### src/common/fsv_pkg.sv
// Package for the fault status and voltage-code register bank.
// Assumes one 250 MHz clock shared with the serial port register engine.
package fsv_pkg;
   // ----------------------------------------
   // Register map
   // ----------------------------------------
   localparam logic [7:0] FAULT_STATUS_TWO_ADDR = 8'h42;
   localparam logic [7:0] VOLTAGE_CODE_CONTROL_ADDR = 8'h43;
   localparam logic [7:0] FAULT_STATUS_TWO_RESET = 8'h00;
   localparam logic [7:0] VOLTAGE_CODE_CONTROL_RESET = 8'h1F;
   localparam logic [7:0] ALARM_LIMIT_ADDR = 8'h7A;
   // ----------------------------------------
   // Field positions
   // ----------------------------------------
   localparam int SUPPLY_BIT = 0;
   localparam int OVERTEMP_BIT = 1;
   localparam int FAN_ONE_BIT = 2;
   localparam int FOURTH_BIT = 5;
   localparam int DIODE_A_BIT = 6;
   localparam int TOP_CODE_BIT = 5;
   localparam int THRESHOLD_BIT = 6;
   localparam int PIN_SELECT_BIT = 7;
   localparam int CODE_WIDTH = 6;
   // ----------------------------------------
   // Timing
   // ----------------------------------------
   localparam int CLOCK_PERIOD_PS = 4000;
   localparam int CODE_INTERVAL_US = 11;
   localparam int CODE_INTERVAL_CYCLES =
      (CODE_INTERVAL_US * 1000000) / CLOCK_PERIOD_PS;
   localparam int ALARM_UNIT_CYCLES = 250;
   // ----------------------------------------
   // Modes of the multi-purpose fourth-fan pin
   // ----------------------------------------
   typedef enum logic [1:0] {
      FSV_PIN_TACH = 2'h0,
      FSV_PIN_GPO = 2'h1,
      FSV_PIN_GPI = 2'h2,
      FSV_PIN_TIMER = 2'h3
   } fsv_pin_mode_e;
   // Fault conditions, all levels from the measurement engines
   typedef struct packed {
      logic supplyOutOfLimit;
      logic overtempActive;
      logic overtempBelowHyst;
      logic [3:0] fanStall;
      logic [2:0] fanDriveOff;
      logic [1:0] diodeFault;
   } fsv_cond_s;
endpackage

### src/fsv_fault_status_and_vid_regs.sv
// Second fault status register and voltage-code control register.
// Assumes the serial port engine issues one-cycle read and write strobes
// on the same clock, and the measurement engines give level conditions.
//
// How it works
// - Supply fault latches bit 0, read clears if ended
// - Code-pin mode: bit 0 flags code change
// - Any status flag, code change included, drives the alert request
// - Overtemp latches bit 1, read clears below hysteresis
// - Bits 2-4 fan stalls, clear while drive off
// - Tach mode: bit 5 fan four, gated drive three
// - GPIO mode: bit 5 drives or reads pin
// - Timer mode: bit 5 when alarm time exceeds limit
// - Bits 6-7 flag diode open or short
// - Code bits follow pins from reset onward
// - GPO mode makes code bits writable outputs
// - Code bit 5 reads zero unless pin select or GPO mode
// - Bit 6 selects the input threshold
// - Pin select resets to supply input
// - Summary flag is OR of all status bits
`timescale 1ns/1ps
module fsv_fault_status_and_vid_regs #(
   parameter int INTERVAL_CYCLES = fsv_pkg::CODE_INTERVAL_CYCLES,
   parameter int UNIT_CYCLES = fsv_pkg::ALARM_UNIT_CYCLES
) (
   input wire logic clock,
   input wire logic rst_n,
   input wire logic [7:0] regAddr,
   input wire logic regWr,
   input wire logic regRd,
   input wire logic [7:0] regWrData,
   output logic [7:0] regRdData,
   input wire fsv_pkg::fsv_cond_s cond,
   input wire fsv_pkg::fsv_pin_mode_e pinMode,
   input wire logic codeGpoEnable,
   input wire logic [7:0] alarmLimit,
   input wire logic [5:0] codePinIn,
   output logic [5:0] codePinOut,
   output logic [5:0] codePinOe,
   input wire logic generalIoSixIn,
   output logic generalIoSixOut,
   output logic generalIoSixOe,
   input wire logic thermalAlarmPin,
   output logic codeInputThresholdSelect,
   output logic sharedPinSelect,
   output logic anySecondStatusFlag,
   output logic alertRequest
);
   import fsv_pkg::*;

   // ----------------------------------------
   // Pin synchronisers
   // ----------------------------------------
   logic [7:0] pinRaw;
   logic [7:0] sync1_ff, sync2_ff, sync3_ff, pinFilt_ff;
   logic [7:0] agree;
   assign pinRaw = {thermalAlarmPin, generalIoSixIn, codePinIn};
   assign agree = ~(sync2_ff ^ sync3_ff);

   always_ff @(posedge clock or negedge rst_n) begin
      if (!rst_n) begin
         sync1_ff <= 8'h1F;
         sync2_ff <= 8'h1F;
         sync3_ff <= 8'h1F;
         pinFilt_ff <= 8'h1F;
      end else begin
         sync1_ff <= pinRaw;
         sync2_ff <= sync1_ff;
         sync3_ff <= sync2_ff;
         pinFilt_ff <= (sync3_ff & agree) | (pinFilt_ff & ~agree);
      end
   end

   logic [5:0] codeFilt;
   logic thermSync, gpioSync;
   assign codeFilt = pinFilt_ff[5:0];
   assign gpioSync = pinFilt_ff[6];
   assign thermSync = pinFilt_ff[7];

   // ----------------------------------------
   // Voltage-code control register
   // ----------------------------------------
   logic [7:0] codeCtl_ff;
   logic wrCode, wrStat, rdStat;
   assign wrCode = regWr && (regAddr == VOLTAGE_CODE_CONTROL_ADDR);
   assign wrStat = regWr && (regAddr == FAULT_STATUS_TWO_ADDR);
   assign rdStat = regRd && (regAddr == FAULT_STATUS_TWO_ADDR);

   always_ff @(posedge clock or negedge rst_n) begin
      if (!rst_n) begin
         codeCtl_ff <= VOLTAGE_CODE_CONTROL_RESET;
      end else if (wrCode) begin
         codeCtl_ff[PIN_SELECT_BIT] <= regWrData[PIN_SELECT_BIT];
         codeCtl_ff[THRESHOLD_BIT] <= regWrData[THRESHOLD_BIT];
         if (codeGpoEnable) begin
            codeCtl_ff[CODE_WIDTH-1:0] <= regWrData[CODE_WIDTH-1:0];
         end
      end
   end

   assign codeInputThresholdSelect = codeCtl_ff[THRESHOLD_BIT];
   assign sharedPinSelect = codeCtl_ff[PIN_SELECT_BIT];
   // drive code pins in GPO mode
   assign codePinOut = codeCtl_ff[CODE_WIDTH-1:0];
   assign codePinOe = {CODE_WIDTH{codeGpoEnable}};

   // Top code bit only counts when the shared pin is routed to it
   logic [5:0] codeSeen;
   logic [7:0] codeRead;
   assign codeSeen = {codeFilt[TOP_CODE_BIT] & sharedPinSelect,
                      codeFilt[4:0]};
   assign codeRead = codeGpoEnable ? codeCtl_ff :
      {codeCtl_ff[7:6], codeSeen};

   // ----------------------------------------
   // Code change detection
   // ----------------------------------------
   logic [11:0] intervalCnt_ff;
   logic [5:0] codeSnap_ff;
   logic intervalTick, codeChanged;
   assign intervalTick = (intervalCnt_ff == 12'(INTERVAL_CYCLES - 1));
   // compare with snapshot one interval old
   assign codeChanged = intervalTick && (codeSeen != codeSnap_ff);

   always_ff @(posedge clock or negedge rst_n) begin
      if (!rst_n) begin
         intervalCnt_ff <= 12'h000;
         codeSnap_ff <= 6'h1F;
      end else if (intervalTick) begin
         intervalCnt_ff <= 12'h000;
         codeSnap_ff <= codeSeen;
      end else begin
         intervalCnt_ff <= intervalCnt_ff + 12'h001;
      end
   end

   // ----------------------------------------
   // Alarm assertion timer
   // ----------------------------------------
   // Saturating count in units; long alarms pin at full scale
   logic [15:0] unitCnt_ff;
   logic [7:0] alarmAcc_ff;
   logic unitTick, timerMode, alarmExceeded;
   assign timerMode = (pinMode == FSV_PIN_TIMER);
   assign unitTick = (unitCnt_ff == 16'(UNIT_CYCLES - 1));
   assign alarmExceeded = (alarmAcc_ff > alarmLimit);

   always_ff @(posedge clock or negedge rst_n) begin
      if (!rst_n) begin
         unitCnt_ff <= 16'h0000;
         alarmAcc_ff <= 8'h00;
      end else if (!timerMode) begin
         unitCnt_ff <= 16'h0000;
         alarmAcc_ff <= 8'h00;
      end else if (thermSync) begin
         unitCnt_ff <= unitTick ? 16'h0000 : unitCnt_ff + 16'h0001;
         if (unitTick && alarmAcc_ff != 8'hFF) begin
            alarmAcc_ff <= alarmAcc_ff + 8'h01;
         end
      end
   end

   // ----------------------------------------
   // Fault status register
   // ----------------------------------------
   logic [7:0] status_ff, nxt_status, setMask, keepOnRead, readView;
   logic gpoBit_ff, stallFour;
   assign stallFour = cond.fanStall[3] & ~cond.fanDriveOff[2];

   always_comb begin
      setMask = 8'h00;
      keepOnRead = 8'h00;
      // supply fault when pin is supply input
      // code change when pin is code bit
      setMask[SUPPLY_BIT] = sharedPinSelect ? codeChanged :
         cond.supplyOutOfLimit;
      keepOnRead[SUPPLY_BIT] = setMask[SUPPLY_BIT];
      setMask[OVERTEMP_BIT] = cond.overtempActive;
      keepOnRead[OVERTEMP_BIT] = ~cond.overtempBelowHyst;
      setMask[4:2] = cond.fanStall[2:0] & ~cond.fanDriveOff;
      keepOnRead[4:2] = setMask[4:2];
      // fan four gated by drive three
      setMask[FOURTH_BIT] = (pinMode == FSV_PIN_TACH) ? stallFour :
         (timerMode && alarmExceeded);
      keepOnRead[FOURTH_BIT] = setMask[FOURTH_BIT];
      setMask[7:6] = cond.diodeFault;
      keepOnRead[7:6] = setMask[7:6];
      // Set beats a clear in the same cycle
      nxt_status = (rdStat ? (status_ff & keepOnRead) : status_ff)
         | setMask;
      nxt_status[4:2] = nxt_status[4:2] & ~cond.fanDriveOff;
      if (pinMode == FSV_PIN_TACH && cond.fanDriveOff[2]) begin
         nxt_status[FOURTH_BIT] = 1'b0;
      end
      if (pinMode == FSV_PIN_GPO || pinMode == FSV_PIN_GPI) begin
         nxt_status[FOURTH_BIT] = 1'b0;
      end
   end

   always_ff @(posedge clock or negedge rst_n) begin
      if (!rst_n) begin
         status_ff <= FAULT_STATUS_TWO_RESET;
      end else begin
         status_ff <= nxt_status;
      end
   end

   always_ff @(posedge clock or negedge rst_n) begin
      if (!rst_n) begin
         gpoBit_ff <= 1'b0;
      end else if (wrStat && pinMode == FSV_PIN_GPO) begin
         gpoBit_ff <= regWrData[FOURTH_BIT];
      end
   end

   assign generalIoSixOut = gpoBit_ff;
   assign generalIoSixOe = (pinMode == FSV_PIN_GPO);

   // bit 5 shows pin or driven level
   always_comb begin
      readView = status_ff;
      if (pinMode == FSV_PIN_GPO) begin
         readView[FOURTH_BIT] = gpoBit_ff;
      end else if (pinMode == FSV_PIN_GPI) begin
         readView[FOURTH_BIT] = gpioSync;
      end
   end

   assign anySecondStatusFlag = |status_ff;
   assign alertRequest = |status_ff;

   // ----------------------------------------
   // Read data
   // ----------------------------------------
   always_ff @(posedge clock or negedge rst_n) begin
      if (!rst_n) begin
         regRdData <= 8'h00;
      end else if (regRd) begin
         unique case (regAddr)
            FAULT_STATUS_TWO_ADDR: regRdData <= readView;
            VOLTAGE_CODE_CONTROL_ADDR: regRdData <= codeRead;
            default: regRdData <= 8'h00;
         endcase
      end
   end
endmodule

### config.mk
export PLATFORM = sky130hd
export DESIGN_NAME = fsv_fault_status_and_vid_regs
export DESIGN_NICKNAME = d
export VERILOG_FILES = /design/src/common/fsv_pkg.sv /design/src/fsv_fault_status_and_vid_regs.sv
export SDC_FILE = /design/constraint.sdc
export NUM_CORES = 1
export LEC_CHECK = 0
export CORE_MARGIN = 3
export CORE_UTILIZATION = 61
export DETAILED_ROUTE_END_ITERATION = 10
export DONT_BUFFER_PORTS = 1
export GPL_TIMING_DRIVEN = 1
export PLACE_DENSITY = 0.85
export SLEW_MARGIN = 10
export SYNTH_ARGS = -nofsm -noshare
export SYNTH_HDL_FRONTEND = slang
export SYNTH_SLANG_ARGS = --single-unit
### constraint.sdc
create_clock -name clock -period 2.3 [get_ports clock]
set_input_delay 0.23 -clock clock [delete_from_list [all_inputs] [get_ports clock]]
set_output_delay 0.23 -clock clock [all_outputs]
set_load 0.03 [all_outputs]
==> flow_metrics.py <==
metrics = {
    "sta": {
        "drv_slew": 0,
        "relSlewSlack": 0.6283,
        "finalHoldWorstSlack_ns": -0.4573,
        "finalSetupViolCount": 0,
        "finalWorstSetupSlack_ns": 0.1874,
        "fmax_mhz": 473.4,
        "clock-skew-final_ns": 0.01143,
        "fin_tns_setup_ns": 0,
        "post-route-period-util": 0.9185,
        "rsz0062_at_grt": "false",
        "hold_viol_final": 99,
        "worstMarginPinSlew_ns": 0.5563,
        "fin_crit_ns": 2.113,
    },
    "setup_path": {
        "crit_type": "reg2reg",
        "slowest_stage": "or4_4",
        "critPathMaxFanout": 7,
        "crit_required_ns": 2.59,
        "critPathMaxStageDelay_ns": 0.58,
        "cp_cell_sequence": "or4_4, or2_4, nor2_1, and4_1, mux2i_1",
        "worst_setup_path_end_kind": "flop",
        "arrival_ns": 2.40,
        "startpoint_type": "flop",
    },
    "routing": {
        "avgRoutedWirePerCell_microns": 17.92,
        "drc": 0,
        "drt_pass1_iterations": 4,
        "route.antenna.remaining_nets": 0,
        "drtIter0Drc": 243,
        "routed_wl_mm": 9.623,
        "vias": 3185,
        "via_per_inst": 5.931,
    },
    "floorplan": {
        "rows": 30,
        "die_w_microns": 92.62,
        "fp.dieH_microns": 92.62,
        "core-area_sq_um": 7019,
        "io_pins": 77,
        "start_util": 0.6520,
        "dieArea_sq_um": 8578,
    },
    "power": {
        "ir_drop_v": 0.0004868,
        "p_per_area_nw_per_um2": 605.9,
        "leakagePower_nw": 2.187,
    },
    "grt": {
        "grt_util_all_layers": 0.2398,
        "grt_max_degree": 100,
        "gr-total-overflow": 0,
        "grt_pass1_wl_mm": 15.80,
        "grt_pass1_vias": 3283,
        "antenna_found_initial": 0,
    },
    "clocking": {
        "ctsRootBufferMaster": "clkbuf_8",
        "cts.htree.levels": 3,
        "insertion_delay_ns": 0.38,
        "cts_resized": 0,
        "numCtsBuffers": 9,
        "clk_path_buf_depth": 2,
        "cts_hold_buf": 25,
        "clk_pin_slew_ns": 0.10,
        "cts.sinks": 99,
        "cts_tree": "done",
    },
    "outcome": {
        "outcome": "finished with violations",
        "violations": "hold timing",
    },
    "synth": {
        "syn-cell-area_sq_um": 4577,
        "syn_nets": 478,
        "syn_area_per_cell_sq_um": 11.16,
        "postSynthCellCount": 410,
        "synthFlopType": "dfrtp_1",
        "ys_top_cells_by_area": "dfrtp_1 (38%), dfstp_2 (17%), ha_1 (4.6%)",
        "post-synth-top-count-cell": "dfrtp_1",
        "synth_top_area_frac": 0.3773,
        "ys_warn_count": 0,
        "yosysUniqueCellTypes": 47,
        "synth-seq-cells": 99,
        "synthArstFlopShare": 1.000,
        "yosysSeqAreaShare": 0.5495,
        "synth_edf_count": 0,
        "synth_commonest_cells": "dfrtp_1 (69), nor2_1 (33), dfstp_2 (30)",
        "synth_largest_area_cell": "dfrtp_1",
    },
    "layout": {
        "diodes": 0,
        "fillers": 478,
        "seqCellArea_sq_um": 2515,
        "drive_gt1_frac": 0.1633,
        "layout.nets": 504,
        "multiInputGateArea_sq_um": 1898,
        "syn2layout_area_growth_pct": 11.56,
    },
    "flow_run": {
        "cap_viol_max_count": 0,
    },
    "hold_path": {
        "hp-class": "in2async",
    },
    "placement": {
        "hpwlAfterDp_mm": 6.622,
        "io_buffers": 0,
        "gp_congestion": 0.8942,
        "dp_slack_ns": 0.1707,
    },
}
[kinds of logic (layout without fill, tap and decap cells)]
kind of cell,Yosys count,count (layout),share of synthesized area
AO/OA/AOI/OAI,59,59,0.08065
XOR/XNOR,26,26,0.04975
adder cells (fa/ha/maj),25,25,0.06397
buffers and inverters,36,67,0.03581
flip-flops,99,99,0.5495
multiplexers,23,23,0.05413
AND/OR/NAND/NOR,142,142,0.1662
[metrics by stage]
| step | std cells | power, mW | util | hold WS (ns) | area (sq um) |
|---|---|---|---|---|---|
| after floorplan | 410 | 1.986 | - | -0.06559 | 4577 |
| final | 537 | 3.094 | 0.7275 | -0.4573 | 5106 |
| after global routing | 537 | 3.212 | 0.7275 | -0.4770 | 5106 |
| after CTS | 536 | 3.128 | 0.7264 | -0.4779 | 5099 |
| after detailed placement | 495 | 2.002 | 0.6619 | -0.06267 | 4646 |
| after global placement | 495 | 1.992 | 0.6619 | -0.06270 | 4646 |
[sequential cells by signal, indices dropped and copies added (netlist names), named ones only]
register and cells:
unitCnt_ff 16, intervalCnt_ff 12, alarmAcc_ff 8, codeCtl_ff 8
regRdData 8, status_ff 8, sync1_ff 8, sync2_ff 8
sync3_ff 8, codeSnap_ff 6, generalIoSixOut 1
[critical path: cells and delay by family (launching register included)]
family,cells,cell delay (ns)
muxes,1,0.22
DFF,1,0.45
and+or+nand+nor,4,1.36
[layout make-up]
| type | count | share of cell area |
|---|---|---|
| clock buffers | 9 | 0.02426 |
| repair buffers | 31 | 0.05783 |
| inverters | 20 | 0.01470 |
| well taps | 96 | 0.02352 |
| multi-input cells | 275 | 0.3717 |
| clock inverters | 7 | 0.01544 |
| flip-flops and latches | 99 | 0.4925 |
[power by group]
part	leakage (nW)	total (mW)	switching, mW	internal, mW
registers	1.21	1.86	0.0508	1.81
clock network	0.102	1.09	0.657	0.430
logic	0.876	0.150	0.0665	0.0830
[metal layers]
layer | vias to the layer above | wire (microns) | global-route usage
met2 | 118 | 4692 | 0.3940
li1 | 1490 | - | -
met5 | - | 0 | 0
met1 | 1562 | 4040 | 0.3079
met4 | 0 | 187 | 0.08547
met3 | 15 | 703 | 0.06418
[placed cells by master (no fill, tap or decap), types with 8 or more instances in the layout]
master          n
inv_1          20
xnor2_1        12
clkbuf_8        9
mux2_2         14
ha_1           17
nand2_1        26
dfstp_2        30
xor2_1         14
maj3_1          8
o21ai_0        20
dfrtp_1        69
nor2b_1         9
dlygate4sd3_1  25
a21oi_1        15
nor2_1         33
nand4_1        10
and3_1         12
nand3_1        20
mux2i_1         9
[path summary, 6_finish.rpt]
kind | slack, ns | to | cells after the start | startpoint
setup / recovery | 0.19 | alarmAcc_ff[7] | 5 | unitCnt_ff[11]
hold / removal | -0.46 | alarmAcc_ff[4] | 0 | rst_n
setup reg to reg | 0.19 | alarmAcc_ff[7] | 5 | unitCnt_ff[11]
hold reg to reg | 0.36 | sync2_ff[6] | 0 | sync1_ff[6]
max in group asynchronous | 2.51 | sync3_ff[0] | 0 | rst_n
min in group clock | 0.02 | codeCtl_ff[1] | 1 | regWrData[1]
[repair_timing]
item | CTS | global route
endpoints found under the hold margin | 125 | 99
buffers inserted | 0 | 1
endpoints found under the setup margin | 0 | 6
No activity file was read; power rests on OpenSTA's default activity.
